===== src/rtl/fsc_cfg.svh =====
/*
 * Constants of the serial channel: FIFO depth, bit timing, flag positions.
 * Assumes it is included by bare name from files under rtl/.
 */
`ifndef FSC_CFG_SVH
`define FSC_CFG_SVH

`define FSC_DEPTH 16
`define FSC_CNT_W 5
`define FSC_OS_MID 4'h7
`define FSC_OS_RISE 4'h8
`define FSC_OS_LAST 4'hF
`define FSC_BIT_LAST 3'h7
`define FSC_RTS_LVL 5'h0E
`define FSC_ERR_FRM 0
`define FSC_ERR_PAR 1
`define FSC_ERR_BRK 2
`define FSC_ERR_OVR 3

`endif


===== src/rtl/fsc_pkg.sv =====
/*
 * Types of the serial channel.
 * Assumes nothing of its surroundings.
 */
package fsc_pkg;
   typedef enum logic [4:0] {
      S_IDLE  = 5'h01,
      S_START = 5'h02,
      S_DATA  = 5'h04,
      S_PAR   = 5'h08,
      S_STOP  = 5'h10
   } fsc_state_t;
endpackage


===== src/rtl/fsc_channel.sv =====
/*
 * One serial channel: 16-byte transmit and receive FIFOs, asynchronous or
 * master synchronous mode, threshold, end and error events.
 * Assumes one clock; rxd_in and cts_n_in come from pins.
 */
`timescale 1ns/10ps
`default_nettype none
`include "fsc_cfg.svh"

module fsc_channel import fsc_pkg::*; (
   // Clock and reset
   input wire logic clk,
   input wire logic resetn,
   // Transmit bytes from host
   input wire logic [7:0] tx_data,
   input wire logic tx_valid,
   output logic tx_ready,
   // Received bytes to host
   output logic [7:0] rx_data,
   output logic rx_valid,
   input wire logic rx_ready,
   // Configuration
   input wire logic mode_sync,
   input wire logic parity_en,
   input wire logic parity_odd,
   input wire logic stop2,
   input wire logic msb_first,
   input wire logic noise_cancel_en,
   input wire logic flow_ctrl_en,
   input wire logic [15:0] baud_div,
   input wire logic [3:0] tx_thresh,
   input wire logic [4:0] rx_thresh,
   // Error flags: write-zero strobes and state
   input wire logic [3:0] err_clr_zero,
   output logic [3:0] err_flags,
   // Events
   output logic tx_threshold_event,
   output logic tx_end_event,
   output logic rx_threshold_event,
   output logic rx_error_event,
   output logic break_overrun_event,
   // Serial line
   input wire logic rxd_in,
   input wire logic cts_n_in,
   output logic txd_out,
   output logic sck_out,
   output logic rts_n_out
);
   fsc_state_t tx_st_r, rx_st_r;
   logic [15:0] div_r;
   logic os_tick;
   logic rxd_s1_r, rxd_s2_r, cts_s1_r, cts_s2_r;
   logic [2:0] nf_r;
   logic rx_line;
   logic [7:0] txf_data, rxf_data, tx_sh_r, rx_sh_r, rx_shv, rx_word_r;
   logic txf_valid, txf_ready, rxf_ready, tx_pop, tx_bit_end, tx_last;
   logic [4:0] txf_cnt, rxf_cnt;
   logic [3:0] tx_os_r, rx_os_r, err_r, err_set;
   logic [2:0] tx_bit_r, rx_bit_r;
   logic tx_par_r, tx_stop2_r, rx_par_r, txd_r, sck_r, rts_n_r;
   logic rx_mid, rx_end, sync_smp, rx_push_r;
   logic frm_p_r, par_p_r, brk_p_r;
   logic tx_end_r, tx_thr_r, rx_thr_r, rx_err_r, brk_ovr_r;

   // Oversample tick: sixteen per bit, period baud_div + 1
   assign os_tick = div_r == 16'h0000;
   always_ff @(posedge clk or negedge resetn) begin
      if (!resetn) div_r <= 16'h0000;
      else div_r <= os_tick ? baud_div : div_r - 16'h0001;
   end

   always_ff @(posedge clk or negedge resetn) begin
      if (!resetn) begin
         {rxd_s1_r, rxd_s2_r, cts_s1_r, cts_s2_r} <= 4'hF;
         nf_r <= 3'h7;
      end else begin
         {rxd_s1_r, rxd_s2_r} <= {rxd_in, rxd_s1_r};
         {cts_s1_r, cts_s2_r} <= {cts_n_in, cts_s1_r};
         if (os_tick) nf_r <= {nf_r[1:0], rxd_s2_r};
      end
   end
   // Majority of three ticks rejects single-tick glitches
   assign rx_line = (noise_cancel_en && !mode_sync) ?
      ((nf_r[0] & nf_r[1]) | (nf_r[1] & nf_r[2]) | (nf_r[0] & nf_r[2])) :
      rxd_s2_r;

   fsc_fifo #(.W(8), .D(`FSC_DEPTH)) u_txf (
      .clk(clk), .resetn(resetn),
      .in_data(tx_data), .in_valid(tx_valid), .in_ready(txf_ready),
      .out_data(txf_data), .out_valid(txf_valid), .out_ready(tx_pop),
      .count(txf_cnt));
   assign tx_ready = txf_ready;

   // Start as soon as a byte waits; CTS only gates async starts
   assign tx_pop = tx_st_r == S_IDLE && txf_valid &&
      (mode_sync || !flow_ctrl_en || !cts_s2_r);
   assign tx_bit_end = os_tick && tx_os_r == `FSC_OS_LAST;
   assign tx_last = tx_bit_end &&
      ((tx_st_r == S_STOP && (!stop2 || tx_stop2_r)) ||
       (tx_st_r == S_DATA && mode_sync && tx_bit_r == `FSC_BIT_LAST));

   always_ff @(posedge clk or negedge resetn) begin
      if (!resetn) begin
         tx_st_r <= S_IDLE;
         tx_os_r <= 4'h0;
         tx_bit_r <= 3'h0;
         tx_sh_r <= 8'h00;
         tx_par_r <= 1'b0;
         tx_stop2_r <= 1'b0;
      end else begin
         if (os_tick) tx_os_r <= tx_os_r + 4'h1;
         unique case (tx_st_r)
            S_IDLE: if (tx_pop) begin
               tx_st_r <= mode_sync ? S_DATA : S_START;
               tx_os_r <= 4'h0;
               tx_bit_r <= 3'h0;
               tx_sh_r <= msb_first ? {<<{txf_data}} : txf_data;
               tx_par_r <= parity_odd;
               tx_stop2_r <= 1'b0;
            end
            S_START: if (tx_bit_end) tx_st_r <= S_DATA;
            S_DATA: if (tx_bit_end) begin
               tx_sh_r <= {1'b0, tx_sh_r[7:1]};
               tx_par_r <= tx_par_r ^ tx_sh_r[0];
               tx_bit_r <= tx_bit_r + 3'h1;
               if (tx_bit_r == `FSC_BIT_LAST)
                  tx_st_r <= mode_sync ? S_IDLE :
                     (parity_en ? S_PAR : S_STOP);
            end
            S_PAR: if (tx_bit_end) tx_st_r <= S_STOP;
            S_STOP: if (tx_bit_end) begin
               tx_stop2_r <= 1'b1;
               if (tx_last) tx_st_r <= S_IDLE;
            end
         endcase
      end
   end

   // Line idles high; sync clock low in first half of each bit
   always_ff @(posedge clk or negedge resetn) begin
      if (!resetn) begin
         txd_r <= 1'b1;
         sck_r <= 1'b1;
      end else begin
         txd_r <= tx_st_r == S_START ? 1'b0 :
            tx_st_r == S_DATA ? tx_sh_r[0] :
            tx_st_r == S_PAR ? tx_par_r : 1'b1;
         sck_r <= !(mode_sync && tx_st_r == S_DATA &&
            tx_os_r < `FSC_OS_RISE);
      end
   end

   // Sync receive samples at the rising edge of the clock
   assign sync_smp = mode_sync && tx_st_r == S_DATA && os_tick &&
      tx_os_r == `FSC_OS_RISE;
   assign rx_mid = os_tick && rx_os_r == `FSC_OS_MID;
   assign rx_end = os_tick && rx_os_r == `FSC_OS_LAST;

   always_ff @(posedge clk or negedge resetn) begin
      if (!resetn) begin
         rx_st_r <= S_IDLE;
         rx_os_r <= 4'h0;
         rx_bit_r <= 3'h0;
         rx_sh_r <= 8'h00;
         rx_par_r <= 1'b0;
      end else if (mode_sync) begin
         rx_st_r <= S_IDLE;
         if (sync_smp) rx_sh_r <= {rxd_s2_r, rx_sh_r[7:1]};
      end else begin
         if (os_tick) rx_os_r <= rx_os_r + 4'h1;
         unique case (rx_st_r)
            S_IDLE: if (os_tick && !rx_line) begin
               rx_st_r <= S_START;
               rx_os_r <= 4'h0;
            end
            // A start bit gone high by mid-bit was a glitch
            S_START: if (rx_mid && rx_line) rx_st_r <= S_IDLE;
               else if (rx_end) begin
                  rx_st_r <= S_DATA;
                  rx_bit_r <= 3'h0;
                  rx_par_r <= parity_odd;
               end
            S_DATA: begin
               if (rx_mid) begin
                  rx_sh_r <= {rx_line, rx_sh_r[7:1]};
                  rx_par_r <= rx_par_r ^ rx_line;
               end
               if (rx_end) begin
                  rx_bit_r <= rx_bit_r + 3'h1;
                  if (rx_bit_r == `FSC_BIT_LAST)
                     rx_st_r <= parity_en ? S_PAR : S_STOP;
               end
            end
            S_PAR: if (rx_end) rx_st_r <= S_STOP;
            // Back to idle at mid stop bit to resync on the next start
            S_STOP: if (rx_mid) rx_st_r <= S_IDLE;
         endcase
      end
   end

   assign rx_shv = mode_sync ? {rxd_s2_r, rx_sh_r[7:1]} : rx_sh_r;
   always_ff @(posedge clk or negedge resetn) begin
      if (!resetn) begin
         rx_push_r <= 1'b0;
         rx_word_r <= 8'h00;
         {frm_p_r, par_p_r, brk_p_r} <= 3'h0;
      end else begin
         rx_push_r <= mode_sync ? sync_smp && tx_bit_r == `FSC_BIT_LAST :
            rx_st_r == S_STOP && rx_mid;
         rx_word_r <= msb_first ? {<<{rx_shv}} : rx_shv;
         frm_p_r <= rx_st_r == S_STOP && rx_mid && !rx_line;
         par_p_r <= rx_st_r == S_PAR && rx_mid &&
            (rx_par_r ^ rx_line);
         brk_p_r <= rx_st_r == S_STOP && rx_mid && !rx_line &&
            rx_sh_r == 8'h00;
      end
   end

   // Bytes wait here until read; a full FIFO drops the new byte
   fsc_fifo #(.W(8), .D(`FSC_DEPTH)) u_rxf (
      .clk(clk), .resetn(resetn),
      .in_data(rx_word_r), .in_valid(rx_push_r), .in_ready(rxf_ready),
      .out_data(rxf_data), .out_valid(rx_valid), .out_ready(rx_ready),
      .count(rxf_cnt));
   assign rx_data = rxf_data;

   assign err_set[`FSC_ERR_FRM] = frm_p_r;
   assign err_set[`FSC_ERR_PAR] = par_p_r;
   assign err_set[`FSC_ERR_BRK] = brk_p_r;
   assign err_set[`FSC_ERR_OVR] = rx_push_r && !rxf_ready;
   // A new error in the clearing cycle stays set
   always_ff @(posedge clk or negedge resetn) begin
      if (!resetn) err_r <= 4'h0;
      else err_r <= (err_r & ~err_clr_zero) | err_set;
   end

   always_ff @(posedge clk or negedge resetn) begin
      if (!resetn) begin
         {tx_thr_r, rx_thr_r, rx_err_r, brk_ovr_r} <= 4'h0;
         tx_end_r <= 1'b0;
         rts_n_r <= 1'b0;
      end else begin
         tx_thr_r <= txf_cnt <= {1'b0, tx_thresh};
         rx_thr_r <= rxf_cnt >= rx_thresh;
         rx_err_r <= err_r[`FSC_ERR_FRM] | err_r[`FSC_ERR_PAR];
         brk_ovr_r <= err_r[`FSC_ERR_BRK] | err_r[`FSC_ERR_OVR];
         if (tx_valid && txf_ready) tx_end_r <= 1'b0;
         else if (tx_last && !txf_valid) tx_end_r <= 1'b1;
         // Two spare slots cover bytes already in flight
         rts_n_r <= flow_ctrl_en && !mode_sync &&
            rxf_cnt >= `FSC_RTS_LVL;
      end
   end

   assign err_flags = err_r;
   assign tx_threshold_event = tx_thr_r;
   assign tx_end_event = tx_end_r;
   assign rx_threshold_event = rx_thr_r;
   assign rx_error_event = rx_err_r;
   assign break_overrun_event = brk_ovr_r;
   assign txd_out = txd_r;
   assign sck_out = sck_r;
   assign rts_n_out = rts_n_r;
endmodule // fsc_channel

`default_nettype wire


===== src/rtl/fsc_fifo.sv =====
/*
 * Synchronous FIFO with valid/ready on both sides and a fill count.
 * Assumes one clock; depth is a power of two.
 */
`timescale 1ns/10ps
`default_nettype none
`include "fsc_cfg.svh"

module fsc_fifo #(
   parameter int W = 8,
   parameter int D = `FSC_DEPTH,
   parameter int AW = $clog2(D)
) (
   // Clock and reset
   input wire logic clk,
   input wire logic resetn,
   // Filling side
   input wire logic [W-1:0] in_data,
   input wire logic in_valid,
   output logic in_ready,
   // Draining side
   output logic [W-1:0] out_data,
   output logic out_valid,
   input wire logic out_ready,
   // Fill level
   output logic [AW:0] count
);
   logic [W-1:0] mem [D];
   logic [AW-1:0] wr_r;
   logic [AW-1:0] rd_r;
   logic [AW:0] cnt_r;
   logic wr_en;
   logic rd_en;

   assign in_ready = cnt_r != (AW+1)'(D);
   assign out_valid = cnt_r != '0;
   assign out_data = mem[rd_r];
   assign count = cnt_r;
   assign wr_en = in_valid && in_ready;
   assign rd_en = out_valid && out_ready;

   // No reset on storage; contents are only read behind a valid count
   always_ff @(posedge clk) begin
      if (wr_en) begin
         mem[wr_r] <= in_data;
      end
   end

   always_ff @(posedge clk or negedge resetn) begin
      if (!resetn) begin
         wr_r <= '0;
         rd_r <= '0;
         cnt_r <= '0;
      end else begin
         if (wr_en) begin
            wr_r <= wr_r + 1'b1;
         end
         if (rd_en) begin
            rd_r <= rd_r + 1'b1;
         end
         cnt_r <= cnt_r + (AW+1)'(wr_en) - (AW+1)'(rd_en);
      end
   end
endmodule // fsc_fifo

`default_nettype wire


===== config.mk =====
export PLATFORM = sky130hd
export DESIGN_NAME = fsc_channel
export DESIGN_NICKNAME = d
export VERILOG_FILES = /design/src/rtl/fsc_pkg.sv /design/src/rtl/fsc_channel.sv /design/src/rtl/fsc_fifo.sv
export VERILOG_INCLUDE_DIRS = /design/src /design/src/rtl
export SDC_FILE = /design/constraint.sdc
export NUM_CORES = 1
export LEC_CHECK = 0
export ABC_AREA = 1
export ABC_CLOCK_PERIOD_IN_PS = 3300
export BUFFER_PORTS_ARGS = -buffer_cell sky130_fd_sc_hd__clkbuf_2
export CAP_MARGIN = 20
export CORE_ASPECT_RATIO = 0.6
export CORE_MARGIN = 5
export CORE_UTILIZATION = 62
export DETAILED_ROUTE_END_ITERATION = 6
export PLACE_DENSITY = 0.86
export SYNTH_ARGS = -nofsm -noshare
export SYNTH_HDL_FRONTEND = slang
export SYNTH_SLANG_ARGS = --single-unit

===== constraint.sdc =====
create_clock -name clk -period 3.3 [get_ports clk]
set_clock_uncertainty 0.1 [all_clocks]
set_input_delay 0.165 -clock clk [delete_from_list [all_inputs] [get_ports clk]]
set_output_delay 0.165 -clock clk [all_outputs]
set_load 0.05 [all_outputs]

==> results of run 1 <==
[power breakdown]
part           switching [uW]  leakage [uW]  internal (uW)  total (uW)
sequential                587       0.00373           5750        6340
clock                    1730      0.000590           2540        4270
combinational            3890       0.00359           1820        5700
total                    6210       0.00791          10100       16300
[synthesized netlist by cell type (all sizes together) (3+ instances only)]
master and instances:
or2 21, o21a 4, o221ai 26, nand4 26
a21oi 31, xnor2 10, ha 42, inv 145
nor2 181, dfstp 11, nand3 124, o21bai 5
mux2i 26, o21ai 108, o32ai 4, a31oi 4
edfxtp 256, o22ai 3, buf 24, clkbuf 36
clkinv 5, dfrtp 105, xor2 24, nand2 282
nor3 13, o211ai 9
[metal layers]
metal	wire length (um)	track usage	vias up
li1	-	-	5461
met1	16500	0.374	5653
met2	17500	0.395	597
met3	4170	0.0671	72
met4	826	0.0677	2
met5	20	0	-
[path summary, 6_finish.rpt]
path                                      startpoint                            to  cells past startpoint
min in group asynchronous                     resetn            div_r[6]$_DFF_PN0_                      2
min reg2reg                       rxd_s1_r$_DFF_PN1_            rxd_s2_r$_DFF_PN1_                      0
min                                     tx_thresh[3]  tx_threshold_event$_DFF_PN0_                      6
max                        u_rxf.rd_r[0]$_DFFE_PN0P_                    rx_data[1]                      7
max reg2reg                 u_rxf.count[2]$_DFF_PN0_      u_rxf.count[4]$_DFF_PN0_                     13
max in group asynchronous                     resetn     u_rxf.rd_r[0]$_DFFE_PN0P_                      3
[cell type report]
class	count	share of cell area
repair buffers	119	0.0448
multi-input cells	957	0.277
flip-flops and latches	372	0.561
inverters	150	0.0298
clock inverters	19	0.0140
well taps	360	0.0238
clock buffers	45	0.0505
[worst register-to-register path, stage by stage, from the launching register on]
cell	delay [ps]
dfrtp_1	440
inv_1	100
ha_1	170
nand4_1	140
nand2_1	140
inv_1	100
ha_1	290
inv_1	40
ha_1	220
fa_1	420
a21oi_1	150
nor2_1	50
nor2_1	130
xnor2_1	140
[flip-flops by register name, indices dropped and copies added, names as in the netlist, 8 cells and up]
name and cells:
rx_word_r 8, u_rxf.mem 128, rx_sh_r 8, u_txf.mem 128
tx_sh_r 8, div_r 16
[per-stage QoR]
| step | utilization | hold WS [ps] |
|---|---|---|
| 2_1_floorplan | - | -231 |
| 3_3_place_gp | 0.657 | 153 |
| 3_5_place_dp | 0.657 | 157 |
| 4_1_cts | 0.715 | 3.05 |
| 5_1_grt | 0.715 | 28.3 |
| 6_report | 0.715 | 17.6 |
[logic make-up (layout without fill, tap and decap cells)]
kind of cell,count (synthesis),after routing
compound gates,202,202
xor+xnor,34,34
fa+ha+maj,44,44
buf+inv,210,333
flops,372,372
mux,26,26
simple gates,651,651
==> summary.md, run 1 <==
| Metric | Value |
|---|---|
| Compound-cell area share of the yosys netlist | `0.0741` |
| Unrepaired setup endpoints after global routing | `no` |
| Post-synth top flop | `edfxtp_1` |
| Leak pwr | `slightly below 0.008 uW` |
| Area leader, netlist | `edfxtp_1` |
| R2R Setup Slk | `580 ps` |
| DP Cell Count | `about 1.9k` |
| Die area | `a little over 0.03 mm^2` |
| Failing checks | `design-rule violations` |
| Hold-fix buffer count after cts | `32` |
| Max Cap Violations | `0` |
| Reg area | `approximately 0.011 mm^2` |
| Detail Route Antenna Nets | `0` |
| Inserted Diodes | `0` |
| CTS Root Cell | `clkbuf_16` |
| FILL cells | `roughly 1.7k` |
| Post-synth EDFFs | `256` |
| DRC Markers | `1` |
| Routed len/inst | `a little under 20 um` |
| Die Height | `between 100 and 150 um` |
| Post-route cell area | `between 0.015 and 0.02 mm^2` |
| Slew margin rel. | `0.406` |
| Worst slew pin tran | `roughly 890 ps` |
| Drt first-iter violations | `roughly 1.5k` |
| Most common cell after layout, fill and taps aside | `nand2_1` |
| Outcome | `finished, violations left` |
| Crit path max fanout | `32` |
| Worst-path cell chain | `inv_1 > buf_12 > nor2_1 > o221ai_1 > nand3_1 > nand2_1 > clkbuf_2` |
| Worst hold path type | `in -> reg` |
| CORE AREA | `about 0.026 mm^2` |
| Crit path buffers/inverters | `3` |
| Hold Violations, Final | `0` |
| #FFs+latches synth | `~370` |
| Commonest cells after routing, fill and taps aside | `nand2_1, edfxtp_1, nor2_1, inv_1, nand3_1` |
| CP delay by family, top | `buffers and inverters` |
| Post-Synthesis Cells | `around 1.5k` |
| Synth-to-Final Area Change | `13.5%` |
| Simple logic cell fraction of the synthesized area | `0.173` |
| Synth unique cells | `between 40 and 50` |
| Congestion Overflow GR | `0` |
| Starting Density | `0.630` |
| Initial antenna violation count | `1` |
| Post-CTS Setup Inserts | `0` |
| Synth Cell Area | `about 0.017 mm^2` |
| Worst Setup Start Kind | `flop` |
| Period utilization | `0.850` |
| Top achievable clock speed | `0.357 GHz` |
| Clk sink count | `372` |
| Synth warn | `0` |
| Arrival time worst endpoint | `approximately 2500 ps` |
| Row cnt | `46` |
| Largest net degree at the start of global routing | `between 80 and 90` |
| Clock insertion delay at the later pin of the skew report | `between 500 and 600 ps` |
| Synth Area in XOR/XNOR | `0.0179` |
| Synth top area cells | `edfxtp_1, dfrtp_1, nand2_1` |
| Final max-slew violation count | `0` |
| Placer Congestion | `between 0.8 and 0.9` |
| PortBufs | `71` |
| Syn_area_per_cell | `roughly 11 um^2` |
| Post-synthesis mux area share | `0.0156` |
| Tot Pwr | `approximately 16000 uW` |
| Crit path largest cell delay | `between 400 and 500 ps` |
| Worst slack, placed | `around 700 ps` |
| Final min period | `~2800 ps` |
| Fraction of registers with async set/reset | `0.312` |
| Worst-path clk slew | `roughly 60 ps` |
| DP Wirelength | `between 20 and 30 mm` |
| Crit-path slowest cell | `o221ai_1` |
| Critical path type | `reg -> out` |
| Multi-input gate area | `about 0.0052 mm^2` |
| Setup slack after layout | `between 400 and 500 ps` |
| CTS buffer count | `35` |
| # IOs | `72` |
| Seq/Total Area, Yosys | `0.636` |
| Maximum VDD drop | `565 uV` |
| Final setup fails | `0` |
| Total Neg Setup Slack | `0 ps` |
| Vias/cell | `roughly 5.8` |
| H-Tree Level Count | `2` |
| Layout net count | `between 1.5k and 2k` |
| Final WL | `just under 40 mm` |
| Fraction of layout cells with a size suffix above 1 | `0.129` |
| Routed vias | `~12k` |
| Post-synth top area share | `0.461` |
| Syn nets | `~1.6k` |
| Via count of the first global-routing pass | `roughly 11k` |
| Die Wd | `between 200 and 250 um` |
| Largest family of logic cells by synthesized area | `simple AND/OR/NAND/NOR gates` |
| Tot GR Track Use | `0.258` |
| CTS resizes | `0` |
| Power per cell area | `~860 mW/mm^2` |
| CTS tree | `done` |
| First-pass GRT wire length | `61.2 mm` |
| Final Non-Filler Cells | `approximately 2.0k` |
| DP Area | `about 0.017 mm^2` |
| CTS max path bufs | `3` |
| Drt pass-1 iters | `7` |
| Synthesized-area fraction occupied by adder cells | `0.0339` |
| Worst setup EP type | `output port` |
| Worst endpoint required time | `about 3000 ps` |
Note: power is estimated with default switching activity, not from simulation.
==> run 2, diff against run 1 <==
- ABC_CLOCK_PERIOD_IN_PS: 3300 -> 2500
- CORE_UTILIZATION: 62 -> 56
- PLACE_DENSITY: 0.86 -> 0.82
- clock period: 3.3 -> 2.5 ns (I/O delays scaled with it)
==> summary.md, run 2 (synthesis results as in run 1) <==
| Metric | Value |
|---|---|
| DRC Markers | `0 (-1)` |
| Top achievable clock speed | `between 0.3 and 0.4 GHz` |
| Worst-path cell chain | `inv_2 > ha_4 > nand4_1 > nand2_1 > nor2_2 > ha_1 > inv_2 > ha_4 > fa_2 > a21oi_2 > nor2_1 > nor2_1 > xor2_1` |
| P_sw | `8280 uW (+33%)` |
| Setup slack after layout | `-34.7 ps (-530 ps)` |
| Critical path type | `reg -> reg` |
| Vias/cell | `5.66 (-2.9%)` |
| Gate power share | `0.384 (+0.034)` |
| Die area | `0.0334 mm^2 (+10%)` |
| Max Cap Violations | `0 (unchanged)` |
| Die Wd | `233 um (+5.0%)` |
| Hold Violations, Final | `0 (unchanged)` |
| Sw frac | `0.380 (-0.000463)` |
| Clock power share | `0.233 (-0.029)` |
| Reg2reg end | `u_txf.count[4]$_DFF_PN0_` |
| Initial antenna violation count | `0 (-1)` |
| Failing checks | `negative setup slack` |
| # IOs | `72 (unchanged)` |
| Fraction of layout cells with a size suffix above 1 | `0.156 (+0.0270)` |
| Worst setup EP type | `flop` |
| Final WL | `39.0 mm (about the same)` |
| CTS buffer count | `35 (unchanged)` |
| Crit path largest cell delay | `420 ps (-30 ps)` |
| Arrival time worst endpoint | `2880 ps (+340 ps)` |
| Crit path max fanout | `3 (-91%)` |
| DP Area | `0.0178 mm^2 (+2.2%)` |
| Placer Congestion | `0.900 (+2.0%)` |
| Worst endpoint required time | `2840 ps (-190 ps)` |
| Crit path buffers/inverters | `2 (-1)` |
| Worst path depth | `13 (+6)` |
| CP Capture Point | `u_txf.count[4]$_DFF_PN0_` |
| Total Neg Setup Slack | `-34.7 ps (-34.7 ps)` |
| Period utilization | `1.01` |
| R2R Setup Slk | `-30 ps (-610 ps)` |
| Worst-path clk slew | `60 ps (about the same)` |
| Slew margin rel. | `0.429 (+0.0235)` |
| Die Height | `144 um (+4.8%)` |
| CTS max path bufs | `3 (unchanged)` |
| Inserted Diodes | `0 (unchanged)` |
| Leak pwr | `0.00808 uW (+2.1%)` |
| Post-route cell area | `0.0194 mm^2 (+2.4%)` |
| Via count of the first global-routing pass | `11.3k (-0.91%)` |
| DP Wirelength | `25.3 mm (+0.51%)` |
| Clock insertion delay at the later pin of the skew report | `530 ps (about the same)` |
| Drt first-iter violations | `1257 (-14%)` |
| Worst Setup Start Kind | `flop` |
| Largest net degree at the start of global routing | `117 (+34%)` |
| Worst hold path type | `in -> reg` |
| Largest regs | `u_rxf.mem: 128 flops, u_txf.mem: 128 flops, div_r: 16 flops` |
| Internal power | `13500 uW (+34%)` |
| CP startpoint | `u_txf.count[2]$_DFF_PN0_` |
| First-pass GRT wire length | `61.7 mm (+0.71%)` |
| CORE AREA | `0.0291 mm^2 (+9.8%)` |
| Power per cell area | `1120 mW/mm^2 (+30%)` |
| CP delay by family, top | `adder cells` |
| Clk sink count | `372 (unchanged)` |
| Drt pass-1 iters | `5 (-2)` |
| Tot GR Track Use | `0.234 (-0.0236)` |
| FF-to-FF path depth | `13 (unchanged)` |
| Most common cell after layout, fill and taps aside | `nand2_1` |
| Detail Route Antenna Nets | `0 (unchanged)` |
| Final setup fails | `1 (+1)` |
| Layout net count | `1768 (+2.3%)` |
| Sequential power share | `0.383 (-0.006)` |
| Congestion Overflow GR | `0 (unchanged)` |
| Outcome | `finished, violations left` |
| Final min period | `roughly 2500 ps` |
| Reg2reg start | `u_txf.count[2]$_DFF_PN0_` |
| Synth-to-Final Area Change | `16.3%` |
| PortBufs | `71 (unchanged)` |
| CTS tree | `done` |
| Commonest cells after routing, fill and taps aside | `nand2_1, edfxtp_1, nor2_1, inv_1, nand3_1` |
| Routed len/inst | `18.6 um (-3.8%)` |
| Crit-path slowest cell | `dfrtp_1` |
| H-Tree Level Count | `2 (unchanged)` |
| Starting Density | `0.573 (-0.0561)` |
| Worst slew pin tran | `853 ps (-35.1 ps)` |
| Unrepaired setup endpoints after global routing | `yes` |
| Worst slack, placed | `-32.9 ps (-715 ps)` |
| CTS Root Cell | `clkbuf_16` |
| Final max-slew violation count | `0 (unchanged)` |
| Maximum VDD drop | `713 uV (+26%)` |
| Row cnt | `48 (+4.3%)` |
| Routed vias | `11.9k (+0.86%)` |
run 2: changes by cell type in the layout (fill, tap and decap cells not counted), sizes merged:
cell	delta
buf	+39
dlygate4sd3	+8
bufinv	-4
clkbuf	-4
clkinv	-2
inv	+2
run 2: metal layers:
metal,global-route usage,wire (um),vias up
met5,0,0,-
met4,0.0472,512,0
met3,0.0498,3990,50
met2,0.352,17500,599
met1,0.358,17100,5702
li1,-,-,5535
run 2: area by class of cell:
cell class,count,area (um^2)
well taps,400,500
inverters,150,572
clock buffers,49,928
repair buffers,158,1290
fillers,2113,9690
multi-input cells,957,5340
clock inverters,15,136
flip-flops and latches,372,10600
run 2: power by group through the flow:
| stage | registers (uW) | logic [uW] | clock network (uW) |
|---|---|---|---|
| finish | 8340 | 8360 | 5080 |
| global route | 8420 | 9150 | 5440 |
| CTS | 8320 | 8050 | 5160 |
| detailed placement | 8440 | 7900 | 0 |
| global placement | 8380 | 7630 | 0 |
| floorplan | 8260 | 5380 | 0 |
run 2: how the worst min path moves through the flow:
| stage | start | endpoint | cells after the start |
|---|---|---|---|
| 2_1_floorplan | resetn | break_overrun_event$_DFF_PN0_ | 0 |
| 3_3_place_gp | rxd_in | rxd_s1_r$_DFF_PN1_ | 1 |
| 3_5_place_dp | rxd_in | rxd_s1_r$_DFF_PN1_ | 1 |
| 4_1_cts | noise_cancel_en | frm_p_r$_DFF_PN0_ | 5 |
| 5_1_grt | tx_thresh[0] | tx_threshold_event$_DFF_PN0_ | 4 |
| 6_report | tx_thresh[3] | tx_threshold_event$_DFF_PN0_ | 6 |
run 2: metrics by stage:
stage	total power (uW)	instances	hold slack, ps	util
finish	21800	2101	40.6	0.667
global route	23000	2101	69.9	0.667
CTS	21500	2090	2.18	0.662
detailed placement	16300	1987	117	0.611
global placement	16000	1987	114	0.611
floorplan	13600	1539	-271	-
run 2: timing repair:
action,in CTS,in global routing
pin swaps,0,13
setup endpoints to repair,27,87
gates cloned,0,0
hold endpoints to repair,247,2
buffers inserted,0,10
hold buffers,39,1
resized for setup,3,17
run 2: tightest hold or removal path, delay by kind of cell:
kind	cells	cell delay (ps)
buffers and inverters	2	140
adders and majority gates	1	150
AOI/OAI and AO/OA	3	190
